$ cat config.mk
export PLATFORM = sky130hd
export DESIGN_NAME = core_status_mode_bits
export DESIGN_NICKNAME = d
export VERILOG_FILES = /design/src/hdl/core_status_mode_bits.v /design/src/hdl/flag_stack.v /design/src/hdl/loop_count_map.v
export VERILOG_INCLUDE_DIRS = /design/src /design/src/hdl
export SDC_FILE = /design/constraint.sdc
export NUM_CORES = 1
export LEC_CHECK = 0
export ABC_AREA = 1
export BUFFER_PORTS_ARGS = -buffer_cell sky130_fd_sc_hd__buf_2
export CORE_MARGIN = 8
export CORE_UTILIZATION = 40
export CTS_CLUSTER_DIAMETER = 200
export CTS_CLUSTER_SIZE = 20
export DETAILED_ROUTE_END_ITERATION = 16
export PLACE_DENSITY_LB_ADDON = 0.2
export SYNTH_ARGS = -nofsm -noshare
export SYNTH_HDL_FRONTEND = slang
export SYNTH_SLANG_ARGS = --single-unit
$ cat constraint.sdc
create_clock -name clk_sys_i -period 1.8 [get_ports clk_sys_i]
set_input_delay 0.36 -clock clk_sys_i [delete_from_list [all_inputs] [get_ports clk_sys_i]]
set_output_delay 0.36 -clock clk_sys_i [all_outputs]
set_load 0.05 [all_outputs]
$ cat src/hdl/core_status_mode_defs.vh
`ifndef CORE_STATUS_MODE_DEFS_VH
`define CORE_STATUS_MODE_DEFS_VH

// ==========================================================
// Register map of the status and mode bank.
// ==========================================================
`define CSM_ADDR_W          4
`define CSM_OFF_STATUS      4'h0
`define CSM_OFF_STACK_TOP   4'h1
`define CSM_OFF_LOOP_CNT    4'h2
`define CSM_OFF_COMPAT_EFF  4'h3

// ==========================================================
// Field positions inside the 24-bit status register.
// ==========================================================
`define CSM_BIT_ARITH16     17
`define CSM_BIT_ENDLESS     16
`define CSM_BIT_LOOP        15
`define CSM_BIT_DPMULT      14
`define CSM_BIT_COMPAT      13
`define CSM_MODE_MASK       24'h03e000
`define CSM_UPPER_MASK      24'hff0000
`define CSM_RESET_VAL       24'h000000

// ==========================================================
// Timing and sizing.
// ==========================================================
`define CSM_COMPAT_DELAY    2'h3
`define CSM_STACK_DEPTH     16
`define CSM_STACK_PTR_W     4

`endif

$ cat src/hdl/core_status_mode_bits.v
// Contract
// - Arith16 bit selects right-aligned 16-bit operations.
// - Arith16 shapes shift, limit, round, moves.
// - Reset clears arith16, endless, loop, dpmult.
// - Endless flag sets on endless loop start.
// - Endless flag stacked on entry, restored exit.
// - Interrupt return restores both loop flags.
// - Loop flag gates loop-end detection.
// - Loop flag stacked on entry, restored exit.
// - Dpmult bit enables 48x48 to 96 mode.
// - Dpmult alters only designated operations.
// - Compat zeroes top byte of control moves.
// - Compat zeroes top byte from status sources.
// - Compat keeps top byte of status destinations.
// - Normal count: zero skips, max full range.
// - Compat count: zero 65536, max 65535.
// - Compat ignores upper address byte for mapping.
// - Compat zeroes upper byte of address reads.
// - Compat change acts three cycles later.
//
// Local design decisions: the plain strobed port and the register addresses.
`include "core_status_mode_defs.vh"
`timescale 1ns/1ps
`default_nettype none

module core_status_mode_bits (
  input  wire        clk_sys_i,        // Core clock, 25 MHz.
  input  wire        rst_b_i,          // Asynchronous reset, active low.
  input  wire [3:0]  addr_i,           // Register address.
  input  wire [23:0] wdata_i,          // Register write data.
  input  wire        wr_i,             // Register write strobe.
  input  wire        rd_i,             // Register read strobe.
  output reg  [23:0] rdata_o,          // Read data, one cycle later.
  input  wire        loop_start_i,     // Counted loop begins.
  input  wire        endless_start_i,  // Endless loop begins.
  input  wire        loop_exit_i,      // Loop terminates.
  input  wire        rti_i,            // Return from long interrupt.
  input  wire        loop_end_hit_i,   // Fetch reached loop end address.
  input  wire [23:0] loop_count_i,     // Loop count being loaded.
  input  wire        mv_ctrl_i,        // Move touches a control register.
  input  wire        mv_src_stat_i,    // Move source is status or mode register.
  input  wire        mv_dst_stat_i,    // Move destination is status or mode register.
  input  wire [23:0] mv_data_i,        // Move data in.
  input  wire [23:0] mv_dst_old_i,     // Old destination contents.
  input  wire        agu_rd_i,         // Address unit register read.
  input  wire [23:0] agu_data_i,       // Address unit value.
  input  wire [23:0] addr_in_i,        // Memory address to map.
  input  wire        dp_op_i,          // Designated dpmult operation.
  output reg         sixteen_bit_arith_mode_o, // Arith16 mode.
  output reg         double_prec_mult_mode_o,  // Dpmult mode.
  output reg         dp_op_alter_o,    // Designated operation altered.
  output reg         compat16_mode_o,  // Effective compat mode.
  output reg         loop_end_check_o, // Loop end detected.
  output reg  [24:0] loop_passes_o,    // Body pass count.
  output reg  [23:0] mv_result_o,      // Move result after masking.
  output reg  [23:0] agu_result_o,     // Address read after masking.
  output reg  [23:0] map_addr_o        // Address used for memory mapping.
);

  // ==========================================================
  // Status register bits and stack.
  // ==========================================================
  reg         arith16_r;
  reg         endless_r;
  reg         loop_r;
  reg         dpmult_r;
  reg         compat_r;
  reg  [1:0]  compat_dly_r;
  reg         compat_eff_r;
  reg         compat_pend_r;
  wire [1:0]  stack_top;
  wire [3:0]  stack_depth;
  wire [24:0] passes_nxt;
  wire        wr_status = wr_i && (addr_i == `CSM_OFF_STATUS);
  wire        push = loop_start_i || endless_start_i;
  wire        pop  = loop_exit_i || rti_i;

  // Saves the loop flags on every loop entry.
  flag_stack u_stack (
    .clk_sys_i   (clk_sys_i),
    .rst_b_i     (rst_b_i),
    .push_i      (push),
    .pop_i       (pop),
    .push_data_i ({endless_r, loop_r}),
    .top_o       (stack_top),
    .depth_o     (stack_depth)
  );

  // Maps the loaded count to passes under the effective mode.
  loop_count_map u_map (
    .compat_i (compat_eff_r),
    .count_i  (loop_count_i),
    .passes_o (passes_nxt)
  );

  // Mode bits follow software writes only.
  always @(posedge clk_sys_i or negedge rst_b_i) begin
    if (!rst_b_i) begin
      arith16_r <= 1'b0;
      dpmult_r  <= 1'b0;
      compat_r  <= 1'b0;
    end else if (wr_status) begin
      arith16_r <= wdata_i[`CSM_BIT_ARITH16];
      dpmult_r  <= wdata_i[`CSM_BIT_DPMULT];
      compat_r  <= wdata_i[`CSM_BIT_COMPAT];
    end
  end

  // Loop flags: hardware events win over a software write in the same cycle.
  always @(posedge clk_sys_i or negedge rst_b_i) begin
    if (!rst_b_i) begin
      endless_r <= 1'b0;
      loop_r    <= 1'b0;
    end else if (endless_start_i) begin
      endless_r <= 1'b1;
      loop_r    <= 1'b1;
    end else if (loop_start_i) begin
      loop_r    <= 1'b1;
    end else if (pop) begin
      endless_r <= stack_top[1];
      loop_r    <= stack_top[0];
    end else if (wr_status) begin
      endless_r <= wdata_i[`CSM_BIT_ENDLESS];
      loop_r    <= wdata_i[`CSM_BIT_LOOP];
    end
  end

  // ==========================================================
  // Delayed compatibility mode.
  // ==========================================================
  // A change of the compat bit reaches the datapath three cycles later.
  always @(posedge clk_sys_i or negedge rst_b_i) begin
    if (!rst_b_i) begin
      compat_dly_r  <= 2'h0;
      compat_pend_r <= 1'b0;
      compat_eff_r  <= 1'b0;
    end else if (compat_pend_r) begin
      if (compat_dly_r == 2'h1) begin
        compat_eff_r  <= compat_r;
        compat_pend_r <= 1'b0;
      end
      compat_dly_r <= compat_dly_r - 2'h1;
    end else if (compat_r != compat_eff_r) begin
      compat_pend_r <= 1'b1;
      compat_dly_r  <= `CSM_COMPAT_DELAY - 2'h1;
    end
  end

  // ==========================================================
  // Datapath-facing outputs.
  // ==========================================================
  // All outputs register their combinational results.
  always @(posedge clk_sys_i or negedge rst_b_i) begin
    if (!rst_b_i) begin
      sixteen_bit_arith_mode_o <= 1'b0;
      double_prec_mult_mode_o  <= 1'b0;
      dp_op_alter_o            <= 1'b0;
      compat16_mode_o          <= 1'b0;
      loop_end_check_o         <= 1'b0;
      loop_passes_o            <= 25'h0000000;
      mv_result_o              <= 24'h000000;
      agu_result_o             <= 24'h000000;
      map_addr_o               <= 24'h000000;
    end else begin
      sixteen_bit_arith_mode_o <= arith16_r;
      double_prec_mult_mode_o  <= dpmult_r;
      dp_op_alter_o            <= dpmult_r && dp_op_i;
      compat16_mode_o          <= compat_eff_r;
      loop_end_check_o         <= loop_r && loop_end_hit_i;
      loop_passes_o            <= passes_nxt;
      if (compat_eff_r && mv_dst_stat_i) begin
        mv_result_o <= (mv_dst_old_i & `CSM_UPPER_MASK) |
                       (mv_data_i & ~`CSM_UPPER_MASK);
      end else if (compat_eff_r && (mv_ctrl_i || mv_src_stat_i)) begin
        mv_result_o <= mv_data_i & ~`CSM_UPPER_MASK;
      end else begin
        mv_result_o <= mv_data_i;
      end
      agu_result_o <= (compat_eff_r && agu_rd_i) ?
                      (agu_data_i & ~`CSM_UPPER_MASK) : agu_data_i;
      map_addr_o   <= compat_eff_r ?
                      (addr_in_i & ~`CSM_UPPER_MASK) : addr_in_i;
    end
  end

  // ==========================================================
  // Register read port.
  // ==========================================================
  // Read data stand only in the cycle after the strobe.
  always @(posedge clk_sys_i or negedge rst_b_i) begin
    if (!rst_b_i) begin
      rdata_o <= 24'h000000;
    end else if (!rd_i) begin
      rdata_o <= 24'h000000;
    end else if (addr_i == `CSM_OFF_STATUS) begin
      rdata_o <= {6'h00, arith16_r, endless_r, loop_r, dpmult_r, compat_r, 13'h0000};
    end else if (addr_i == `CSM_OFF_STACK_TOP) begin
      rdata_o <= {18'h00000, stack_depth, stack_top};
    end else if (addr_i == `CSM_OFF_LOOP_CNT) begin
      rdata_o <= passes_nxt[23:0];
    end else if (addr_i == `CSM_OFF_COMPAT_EFF) begin
      rdata_o <= {23'h000000, compat_eff_r};
    end else begin
      rdata_o <= 24'h000000;
    end
  end

endmodule // core_status_mode_bits
`default_nettype wire

$ cat src/hdl/flag_stack.v
`timescale 1ns/1ps
`default_nettype none

// Small flip-flop stack holding the two loop flags per nesting level.
module flag_stack (
  input  wire       clk_sys_i,  // Core clock.
  input  wire       rst_b_i,    // Asynchronous reset, active low.
  input  wire       push_i,     // Push request.
  input  wire       pop_i,      // Pop request.
  input  wire [1:0] push_data_i,// Flags to save.
  output wire [1:0] top_o,      // Flags on top of stack.
  output wire [3:0] depth_o     // Number of held entries.
);

  reg  [1:0] entry_r [0:15];
  reg  [3:0] ptr_r;
  wire [3:0] top_idx = ptr_r - 4'h1;
  genvar     g;

  // Pointer moves up on push and down on pop; push wins if both.
  always @(posedge clk_sys_i or negedge rst_b_i) begin
    if (!rst_b_i) begin
      ptr_r <= 4'h0;
    end else if (push_i) begin
      ptr_r <= ptr_r + 4'h1;
    end else if (pop_i && ptr_r != 4'h0) begin
      ptr_r <= ptr_r - 4'h1;
    end
  end

  // Each entry loads when the pointer names it on a push.
  generate
    for (g = 0; g < 16; g = g + 1) begin : g_entry
      always @(posedge clk_sys_i or negedge rst_b_i) begin
        if (!rst_b_i) begin
          entry_r[g] <= 2'h0;
        end else if (push_i && ptr_r == g) begin
          entry_r[g] <= push_data_i;
        end
      end
    end
  endgenerate

  assign top_o   = (ptr_r == 4'h0) ? 2'h0 : entry_r[top_idx];
  assign depth_o = ptr_r;

endmodule // flag_stack
`default_nettype wire

$ cat src/hdl/loop_count_map.v
`timescale 1ns/1ps
`default_nettype none

// Turns a loaded loop count into the number of body passes.
module loop_count_map (
  input  wire        compat_i,  // Effective compatibility mode.
  input  wire [23:0] count_i,   // Count as loaded.
  output wire [24:0] passes_o   // Resulting number of passes.
);

  wire [15:0] low16 = count_i[15:0];

  // Normal mode runs the count as given, zero skips; compat uses 16 bits, zero means 65536.
  assign passes_o = !compat_i ? {1'b0, count_i} :
                    (low16 == 16'h0000) ? 25'h0010000 : {9'h000, low16};

endmodule // loop_count_map
`default_nettype wire

==> Yosys cells after proc, flatten, opt, wreduce, memory -nomap -nowiden <==
Cells that the tools add are included.
{ "word_totals": {"regBits": 171, "elab_cells": 128} }
{ "classes": {"n_eq_ne": 21, "mux": 30, "bitwise_logic": 2, "n_reduce_logical": 36, "n_lt_le_gt_ge": 1, "addsub": 3} }
{ "ops": {"columns": ["cell", "count"], "rows": [
  ["24-bit 2-to-1 mux", 8],
  ["4-bit equality test (second input constant)", 8],
  ["25-bit 2-to-1 mux", 1],
  ["24-bit by 16-bit bitwise OR with 24-bit output", 1],
  ["1-bit logical AND", 23],
  ["17-bit 2-to-1 mux", 1],
  ["4-bit by 2-bit equality test with 1-bit output (second input constant)", 4],
  ["4-bit by 3-bit equality test with 1-bit output (second input constant)", 4],
  ["16-bit zero test", 1],
  ["1-bit 2-to-1 mux", 12],
  ["2-bit 2-to-1 mux", 5],
  ["2-bit binary-select mux with 4-bit select", 1],
  ["4-bit by 1-bit equality test with 1-bit output (second input constant)", 2],
  ["4-bit zero test", 2],
  ["4-bit 2-to-1 mux", 2],
  ["4-bit nonzero test", 2],
  ["5-bit greater-or-equal comparator (second input constant)", 1],
  ["4-bit inverter with 5-bit output", 1],
  ["4-bit by 1-bit adder with 4-bit output (second input constant)", 1],
  ["2-bit AND reduction", 2],
  ["2-bit nonzero test", 2],
  ["4-bit by 1-bit subtractor with 4-bit output (second input constant)", 1],
  ["1-bit logical OR", 3],
  ["3-bit nonzero test", 1],
  ["other kinds (4)", 4]
]} }

==> Longest topological paths before layout <==
Gate-level depths: netlist of the first run.
{ "depth": {"ltp_word": 9, "ltp_mapped": 12} }

==> Cells and area by module <==
From an unflattened synthesis of the first run, not the netlist that was laid out.
{ "unflattened": {"cells_unflattened": 638, "area_unflattened_um2": 6446.2} }
{ "by_module_without_submodules": {"columns": ["mod", "n_inst", "cells_each", "area_each_um2"], "rows": [
  ["core_status_mode_bits", 1, 327, 4226.6],
  ["flag_stack", 1, 260, 1998.2],
  ["loop_count_map", 1, 51, 221.5]
]} }

==> Least setup slack after synthesis of the first run <==
Ideal clock, no wire load.
{ "synth_timing": {"kind": "reg-to-reg", "from": "register u_stack.ptr_r[0] (netlist: u_stack.depth_o[0])", "to": "register rdata_o[1]", "path_buffers": 2, "period_less_slack_ps": 1710, "t_arrival_ps": 1631, "setup_slack_ps": 90, "path_stages_with_launch": 12, "path_cell_list": "dfrtp_1 inv_2 buf_2 ha_1 clkbuf_8 nor2_1 o21ai_0 nand3_1 nand3_1 nand2_1 nand2_1 a21oi_1"} }
{ "synth_via": {"elab_chain_cells": 9} }
{ "synth_rtl": {"columns": ["item", "line", "source"], "rows": [
  ["from (decl)", "flag_stack.v:16", "reg [3:0] ptr_r;"],
  ["from (signal assigned)", "flag_stack.v:25", "ptr_r <= ptr_r + 4'h1;"],
  ["from (signal assigned)", "flag_stack.v:27", "ptr_r <= ptr_r - 4'h1;"],
  ["4-bit by 1-bit subtractor with 4-bit output", "flag_stack.v:17", "wire [3:0] top_idx = ptr_r - 4'h1;"],
  ["4-bit inverter with 5-bit output (implied by the code)", "flag_stack.v:44", "assign top_o = (ptr_r == 4'h0) ? 2'h0 : entry_r[top_idx];"],
  ["2-bit binary-select mux with 4-bit select", "flag_stack.v:44", null],
  ["2-bit 2-to-1 mux (implied by the code) (2 in a row)", "flag_stack.v:44", null],
  ["2-bit 2-to-1 mux (*)", "flag_stack.v:44", null],
  ["24-bit 2-to-1 mux (*)", "core_status_mode_bits.v:197", "end else if (addr_i == `CSM_OFF_STACK_TOP) begin"],
  ["24-bit 2-to-1 mux (*)", "core_status_mode_bits.v:195", "end else if (addr_i == `CSM_OFF_STATUS) begin"],
  ["24-bit 2-to-1 mux (*)", "core_status_mode_bits.v:193", "end else if (!rd_i) begin"],
  ["to (signal assigned)", "core_status_mode_bits.v:196", "rdata_o <= {6'h00, arith16_r, endless_r, loop_r, dpmult_r, compat_r, 13'h0000};"],
  ["to (signal assigned)", "core_status_mode_bits.v:198", "rdata_o <= {18'h00000, stack_depth, stack_top};"],
  ["to (signal assigned)", "core_status_mode_bits.v:200", "rdata_o <= passes_nxt[23:0];"],
  ["to (decl)", "core_status_mode_bits.v:33", "output reg [23:0] rdata_o,"]
]} }
Mark *: on every way between the ends. The rest lies on a longest branch, timed or not. The select of a mux whose other input is x is not followed.
A chain may end at the register's enable or synchronous reset.

==> Final worst setup path of the first run <==
{ "layout_timing": {"from": "register u_stack.ptr_r[0] (netlist: u_stack.depth_o[0])", "to": "register u_stack.entry_r[29] (netlist name)"} }
{ "layout_via": {"elab_chain_cells": 2} }
{ "layout_rtl": {"columns": ["item", "line", "source"], "rows": [
  ["4-bit by 1-bit equality test with 1-bit output", "flag_stack.v:37", "end else if (push_i && ptr_r == g) begin"],
  ["1-bit logical AND", "flag_stack.v:37", null],
  ["to (signal, indexed assignment)", "flag_stack.v:38", "entry_r[g] <= push_data_i;"],
  ["to (decl)", "flag_stack.v:15", "reg [1:0] entry_r [0:15];"]
]} }
No other way between the ends.

==> metrics.txt, run 1 <==
nets@finish 1017; commonest non-fill, non-tap cells in the layout buf_2, dfrtp_1, nand2_1; worst hold path type primary input to register; FILL cells 1342; maxcap violations 0; Int Pwr 8.114 mW; Post-route DRC 0; Antenna diodes 0; number of setup violations in the final report 0; CP arrival 1940 ps; routed len/inst 16.55 um; final hold violations 0; Psw 4.940 mW; Pins Over Slew Limit 0; Final Core Density 0.5507; largest net degree at the start of global routing 65; DP Worst Slack 95.70 ps; GR peak layer met2; number of global-route vias before repair 5012; DRT Pass-1 Iters 5; CTS tree yes; placed inst area 0.007740 mm2; Post-Syn Area 0.006236 mm2; register area share after synthesis 0.6822; Vias 4898; commonest non-fill, non-tap cell in the layout buf_2; Die H 140.9 um; Total Routing Usage GR 0.1758; Period minus WS final 1657 ps; peak supply drop 0.7632 mV; DR iter-0 viols 279; YS warnings 0; Design Power 13.05 mW; Worst-Skew Late Latency 430 ps; syn_nets 759; synthesis-stage register bit count 170; Worst setup SP type register; H-Tree Depth 4; Post-CTS Setup Bufs 0; required time worst endpoint 2080 ps; vias per inst 4.665; Worst-Margin Slew 508.3 ps; die area 0.01984 mm2; port buffer count 251; status finished clean; Post-Route WL 17370 um; power density cells 1559 mW/mm2; Final Instance Area 0.008372 mm2; Area Growth Syn to Fin 34.25%; met3 Use GR 0.05706; Post-Syn Instances 591; Site Rows 45; Core ar. 0.01520 mm2; DP HPWL 13710 um; Sink Count 170; CTS root buffer clkbuf_16; final non-filler cell total 1050; TNS Setup 0 ps; fmax 603.3 MHz; global-route wire length before repair 27010 um; initial antenna violation count 0; combinational power share 0.327; Initial Util 0.4102; GR Overflow Total 0; ratio of cells with drive above 1 in the final layout 0.3782; slew margin rel. 0.6611; Clk pin slew, worst setup/hold paths 60 ps; Die W 140.9 um; Sw Ratio 0.3784; Synth cell types 32; CP Class register to register; met2 Use GR 0.2883; Clk pwr share 0.287; Reg power frac 0.386; period utilization 0.9208; met1 usage 0.2135; Leakage Power 4.604 nW; gp weighted congestion 0.9249; Placed Cells 1017; tightest hold margin 39.52 ps; total CTS buffers 17; I/O Pins 288; CP max FO 21; CP Capture Type register; deepest clock path buffer count 2; syn avg cell area 10.55 um2; clk_skew 14.01 ps; post-route ant nets 0; Final WS setup 142.5 ps
[registers in the layout (all words and copies together), names as in the netlist]
| signal | count |
|---|---|
| endless_r | 1 |
| compat_dly_r | 2 |
| loop_passes_o | 24 |
| loop_end_check_o | 1 |
| dp_op_alter_o | 1 |
| map_addr_o | 24 |
| u_stack.entry_r | 32 |
| sixteen_bit_arith_mode_o | 1 |
| u_stack.depth_o | 4 |
| compat_eff_r | 1 |
| agu_result_o | 24 |
| dpmult_r | 1 |
| double_prec_mult_mode_o | 1 |
| arith16_r | 1 |
| compat_pend_r | 1 |
| rdata_o | 24 |
| compat16_mode_o | 1 |
| mv_result_o | 24 |
| loop_r | 1 |
| compat_r | 1 |
[what timing repair did]
| item | in CTS | in global routing |
|---|---|---|
| gates resized for setup | 0 | 3 |
| endpoints found under the hold margin | 26 | 0 |
| hold buffers | 1 | 0 |
| setup endpoints to repair | 0 | 2 |
[final timing paths]
kind | from | end | slack (ps) | cells past startpoint
max reg2reg | u_stack.depth_o[0] | u_stack.entry_r[29] | 140 | 7
max in group asynchronous | rst_b_i | rdata_o[11] | 780 | 3
max | u_stack.depth_o[0] | u_stack.entry_r[29] | 140 | 7
min reg2reg | arith16_r | sixteen_bit_arith_mode_o | 430 | 0
min | addr_in_i[3] | map_addr_o[3] | 40 | 1
min in group asynchronous | rst_b_i | u_stack.entry_r[0] | 390 | 2
[cell usage after synthesis]
library cell  count  area [um2]
nand3_1          43       215.2
buf_4             3       22.52
nand4_1           6       37.54
inv_1            63       236.5
ha_1              6       75.07
xor2_1            3       26.28
inv_2             4       15.01
buf_6             1       11.26
buf_2             4       20.02
mux2_4            2       30.03
nand2_2           4       25.02
or2_4             1       8.760
nor3_4            1       16.27
a211oi_1          1       7.510
a21oi_1          14       70.07
clkbuf_8          1       13.76
nand2_4           2       22.52
clkinv_1          1       3.750
o21ai_0          43       215.2
nor3_1            3       15.01
conb_1            1       3.750
nor2_1           56       210.2
clkbuf_1         21       78.83
a21boi_2          1       11.26
nor3_2            6       60.06
dfrtp_1         170        4254
nand2_1         120       450.4
a31oi_1           1       6.260
nor2_4            1       11.26
nor4_1            2       12.51
o21ai_1           2       10.01
nand3_2           4       40.04
[critical path: stages (launching register included)]
cell and delay [ps]:
dfrtp_1 360, buf_4 260, ha_1 190, inv_1 40
nor2_1 320, nand2_1 170, nand2_1 100, o21ai_0 80
[final cells by class]
cell class	count	area [um2]	area share
Sequential cell	170	4254	0.5081
Clock inverter	12	160.2	0.01913
Timing Repair Buffer	269	1425	0.1702
Tap cell	188	235.2	0.02810
Multi-Input combinational cell	323	1585	0.1894
Inverter	68	255.2	0.03049
Clock buffer	20	456.7	0.05455
[logic make-up after synthesis]
group | share of synthesized area
simple gates | 0.1804
flops | 0.6822
buf+inv | 0.06441
compound gates | 0.05137
fa+ha+maj | 0.01204
xor+xnor | 0.004214
mux | 0.004816
other cells | 0.0006013
[per-layer routing]
layer / share of wire / vias up / wire length (um)
met5: 0 / - / 0
met4: 0.015 / 0 / 258
met3: 0.076 / 18 / 1315
met2: 0.49 / 186 / 8518
met1: 0.42 / 2338 / 7282
li1: - / 2356 / -
[power groups by stage]
stage	Clock [mW]	Sequential (mW)	Combinational (mW)
global placement	0	5.07	4.20
CTS	3.83	5.03	4.29
global route	4.00	5.12	4.71
floorplan	0	6.02	2.05
detailed placement	0	5.09	4.28
finish	3.75	5.04	4.27
(Power assumes the default switching activity.)
==> run 2: changes to the inputs <==
--- a/config.mk
+++ b/config.mk
@@ -8,8 +8,10 @@
 export LEC_CHECK = 0
 export ABC_AREA = 1
 export BUFFER_PORTS_ARGS = -buffer_cell sky130_fd_sc_hd__buf_2
+export CELL_PAD_IN_SITES_DETAIL_PLACEMENT = 0
+export CELL_PAD_IN_SITES_GLOBAL_PLACEMENT = 1
 export CORE_MARGIN = 8
-export CORE_UTILIZATION = 40
+export CORE_UTILIZATION = 31
 export CTS_CLUSTER_DIAMETER = 200
 export CTS_CLUSTER_SIZE = 20
 export DETAILED_ROUTE_END_ITERATION = 16
==> metrics.txt, run 2 (same netlist as run 1, synthesis figures left out) <==
Period minus WS final 1703 ps (+45.59 ps); DRT Pass-1 Iters 5 (unchanged); routed len/inst 15.78 um (-4.6%); Vias 4925 (+0.55%); CP max FO 5 (-76%); fmax 587.2 MHz (-2.7%); worst hold path type primary input to register; deepest clock path buffer count 2 (unchanged); CP Class register to register; status finished clean; Clk pin slew, worst setup/hold paths 70 ps (about the same); I/O Pins 288 (unchanged); CP Capture Type register; Largest Register u_stack.entry_r; vias per inst 4.324 (-7.3%); CTS tree yes; nets@finish 1023 (+0.59%); largest net degree at the start of global routing 56 (-14%); Die H 157.8 um (+12%); Post-Route WL 17980 um (+3.5%); slew margin rel. 0.6143 (-0.04678); Pins Over Slew Limit 0 (unchanged); commonest non-fill, non-tap cell in the layout buf_2; die area 0.02491 mm2 (+26%); CP arrival 2050 ps (+110 ps); power density cells 1523 mW/mm2 (-2.3%); DP Worst Slack 70.87 ps (-24.83 ps); DR iter-0 viols 320 (+15%); gp weighted congestion 0.8547 (-7.6%); clk_skew 9.576 ps (-4.431 ps); required time worst endpoint 2150 ps (+70 ps); Final WS setup 96.96 ps (-45.59 ps); Sink Count 170 (unchanged); Worst setup SP type register; ratio of cells with drive above 1 in the final layout 0.3836 (+0.005450); Area Growth Syn to Fin 36.46%; number of setup violations in the final report 0 (unchanged); H-Tree Depth 4 (unchanged); FILL cells 1972 (+47%); Initial Util 0.3122 (-0.09800); post-route ant nets 0 (unchanged); total CTS buffers 17 (unchanged); Post-route DRC 0 (unchanged); peak supply drop 0.7704 mV (+0.94%); DP HPWL 14120 um (+2.9%); CTS root buffer clkbuf_16; Total Routing Usage GR 0.1427 (-0.03309); Post-CTS Setup Bufs 0 (unchanged); Worst-Skew Late Latency 420 ps (about the same); Site Rows 52 (+16%); Leakage Power 4.602 nW (about the same); unrepaired setup endpoints after global routing false; maxcap violations 0 (unchanged); GR Overflow Total 0 (unchanged); Core ar. 0.01997 mm2 (+31%); TNS Setup 0 ps (unchanged); Largest register FFs 32 (unchanged); final hold violations 0 (unchanged); initial antenna violation count 1 (+1); period utilization 0.9461 (+0.02533); commonest non-fill, non-tap cells in the layout buf_2, dfrtp_1, nand2_1; Die W 157.8 um (+12%); Worst-Margin Slew 578.5 ps (+70.18 ps); global-route wire length before repair 27140 um (+0.48%); setup slack, reg-to-reg 100 ps (-50 ps); number of global-route vias before repair 5007 (-0.10%); port buffer count 251 (unchanged)
-- run 2: changes by cell type in the layout (fill, tap and decap cells not counted), sizes merged --
cell      previous run  this run
buf                268       274
clkinvlp             0         4
bufinv               3         0
inv                 71        74
clkbuf              20        18
clkinv               6         4
diode                0         1
-- run 2: final timing paths --
path                                    start                  endpoint  cells past startpoint
hold reg to reg                     arith16_r  sixteen_bit_arith_mode_o                      0
setup reg to reg           u_stack.depth_o[1]                    loop_r                     11
min in group asynchronous             rst_b_i            map_addr_o[21]                      2
setup / recovery           u_stack.depth_o[1]                    loop_r                     11
hold / removal                   addr_in_i[2]             map_addr_o[2]                      1
max in group asynchronous             rst_b_i           agu_result_o[8]                      3
-- run 2: through the flow --
step	cell area [um2]	cells	utilization	hold slack, ps	total power [mW]
finish	8509	1139	0.4260	35.56	12.96
global route	8509	1139	0.4260	7.443	13.81
CTS	8487	1138	0.4249	14.64	13.07
detailed placement	7913	1105	0.3961	382.1	9.535
global placement	7913	1105	0.3961	367.4	9.464
floorplan	6236	591	-	64.41	8.066
-- run 2: what timing repair did --
| item | CTS | global route |
|---|---|---|
| setup endpoints to repair | 0 | 9 |
| hold buffers | 1 | 0 |
| gates resized for setup | 0 | 3 |
| endpoints found under the hold margin | 48 | 0 |
-- run 2: where the power goes --
group	leakage (nW)	internal, mW	switching [mW]
clock network	0.264	1.83	1.63
registers	2.09	4.59	0.402
logic	2.25	1.37	3.15
-- run 2: per-layer routing --
metal  share of wire  vias up  GRT usage
li1                -     2382          -
met1            0.40     2362     0.1735
met2            0.51      159     0.2398
met3           0.083       22    0.04095
met4           0.016        0    0.04578
met5               0        -          0
-- run 2: critical path, cell delays in order (launching register included) --
cell and delay, ps:
dfrtp_1 380, inv_1 110, buf_4 140, ha_1 160, inv_1 60, nand2_2 80
nand2_4 70, inv_2 80, nand3_1 100, nand3_2 110, nand4_1 160, a21oi_1 170
-- run 2: cell type report --
cell class                      count  area (um2)  area share
Sequential cell                   170        4254      0.4999
Multi-Input combinational cell    323        1600      0.1881
Timing Repair Buffer              275        1495      0.1757
Clock buffer                       18       429.2     0.05043
Tap cell                          270       337.8     0.03970
Inverter                           68       255.2     0.03000
Clock inverter                     14       135.1     0.01588
Antenna cell                        1       2.502   0.0002941
==> run 3: changes to the inputs <==
--- a/config.mk
+++ b/config.mk
@@ -15,6 +15,7 @@
 export CTS_CLUSTER_DIAMETER = 200
 export CTS_CLUSTER_SIZE = 20
 export DETAILED_ROUTE_END_ITERATION = 16
+export HOLD_SLACK_MARGIN = 0.12
 export PLACE_DENSITY_LB_ADDON = 0.2
 export SYNTH_ARGS = -nofsm -noshare
 export SYNTH_HDL_FRONTEND = slang
==> metrics.txt, run 3 (same netlist as run 1, synthesis figures left out) <==
status finished clean; period utilization 0.9380 (-0.008171); Period minus WS final 1688 ps (-14.71 ps); total CTS buffers 17 (unchanged); nets@finish 1097 (+7.2%); die area 0.02491 mm2 (unchanged); Worst-Margin Slew 574.3 ps (-4.224 ps); Initial Util 0.3122 (unchanged); CTS tree yes; Largest Register u_stack.entry_r; CP Capture Type register; placed inst area 0.007913 mm2 (unchanged); DP Worst Slack 70.87 ps (unchanged); GR Overflow Total 0 (unchanged); Area Growth Syn to Fin 48.33%; slew margin rel. 0.6172 (+0.002816); ratio of cells with drive above 1 in the final layout 0.3535 (-0.03014); CTS root buffer clkbuf_16; number of setup violations in the final report 0 (unchanged); CP max FO 5 (unchanged); CP Class register to register; Post-route DRC 0 (unchanged); power density cells 1415 mW/mm2 (-7.1%); port buffer count 251 (unchanged); Die H 157.8 um (unchanged); gp weighted congestion 0.8547 (unchanged); I/O Pins 288 (unchanged); DP HPWL 14120 um (unchanged); DR iter-0 viols 350 (+9.4%); routed len/inst 15.50 um (-1.8%); Largest register FFs 32 (unchanged); area of the multi-input gates 0.001600 mm2 (unchanged); Die W 157.8 um (unchanged); post-route ant nets 0 (unchanged); commonest non-fill, non-tap cell in the layout buf_2; Pins Over Slew Limit 0 (unchanged); required time worst endpoint 2150 ps (about the same); DRT Pass-1 Iters 6 (+1); FF/Latch Area 0.004254 mm2 (unchanged); Core ar. 0.01997 mm2 (unchanged); Sink Count 170 (unchanged); Worst-Skew Late Latency 420 ps (about the same); FILL cells 1880 (-4.7%); Site Rows 52 (unchanged); global-route wire length before repair 28680 um (+5.7%); worst hold path type primary input to register; TNS Setup 0 ps (unchanged); Post-CTS Setup Bufs 0 (unchanged); initial antenna violation count 1 (unchanged); Worst setup SP type register; largest net degree at the start of global routing 56 (unchanged); Vias 5195 (+5.5%); peak supply drop 0.7705 mV (about the same); Final Instance Area 0.009250 mm2 (+8.7%); clk_skew 9.492 ps (-0.08365 ps); Clk pin slew, worst setup/hold paths 70 ps (about the same); commonest non-fill, non-tap cells in the layout buf_2, dfrtp_1, nand2_1; number of global-route vias before repair 5400 (+7.8%); Final WS setup 111.7 ps (+14.71 ps); Post-Route WL 18800 um (+4.6%); CP arrival 2040 ps (about the same); vias per inst 4.283 (-0.95%); Leakage Power 4.911 nW (+6.7%); fmax 592.3 MHz (+0.87%); unrepaired setup endpoints after global routing false; deepest clock path buffer count 2 (unchanged); H-Tree Depth 4 (unchanged); Total Routing Usage GR 0.1499 (+0.007209); final hold violations 0 (unchanged); maxcap violations 0 (unchanged)
run 3: routing by layer:
| layer | routed length [um] | up-vias | global-route usage |
|---|---|---|---|
| met4 | 304 | 0 | 0.04760 |
| met3 | 1425 | 24 | 0.03849 |
| li1 | - | 2527 | - |
| met2 | 9574 | 157 | 0.2573 |
| met1 | 7495 | 2487 | 0.1809 |
| met5 | 0 | - | 0 |
run 3: report_power, final:
part           leakage (nW)  internal, mW  switching [mW]
clock network         0.264          1.83            1.63
registers              2.09          4.59           0.404
logic                  2.56          1.47            3.17
total                  4.91          7.89            5.20
run 3: metrics by stage:
step	hold slack [ps]	utilization	total power, mW	instances
final	141.3	0.4631	13.09	1213
after global routing	125.2	0.4631	13.94	1213
after CTS	120.2	0.4620	13.20	1212
after detailed placement	382.1	0.3961	9.535	1105
after global placement	367.4	0.3961	9.464	1105
after floorplan	64.41	-	8.066	591
run 3: worst paths after layout:
check                                   start                        to  slack [ps]  depth (start not counted)
hold / removal                 agu_data_i[21]          agu_result_o[21]         140                          3
hold reg to reg                     arith16_r  sixteen_bit_arith_mode_o         420                          0
setup reg to reg           u_stack.depth_o[1]                    loop_r         110                         11
setup / recovery           u_stack.depth_o[1]                    loop_r         110                         11
max in group asynchronous             rst_b_i           agu_result_o[8]         710                          3
min in group asynchronous             rst_b_i            map_addr_o[21]         460                          2
run 3: layout make-up:
class                   instances  area share
diodes                          1   0.0002705
clock inverters                14     0.01461
flip-flops and latches        170      0.4599
well taps                     270     0.03652
repair buffers                349      0.2417
multi-input cells             323      0.1730
inverters                      68     0.02759
clock buffers                  18     0.04640
run 3: critical path: stages (launching register included):
cell and delay (ps):
dfrtp_1 380, inv_1 110, buf_4 140, ha_1 160, inv_1 60, nand2_2 80, nand2_4 70, inv_2 80
nand3_1 100, nand3_2 100, nand4_1 160, a21oi_1 170
run 3: what timing repair did:
action | CTS | global route
hold buffers | 75 | 0
hold endpoints to repair | 122 | 0
resized for setup | 0 | 3
endpoints found under the setup margin | 0 | 9
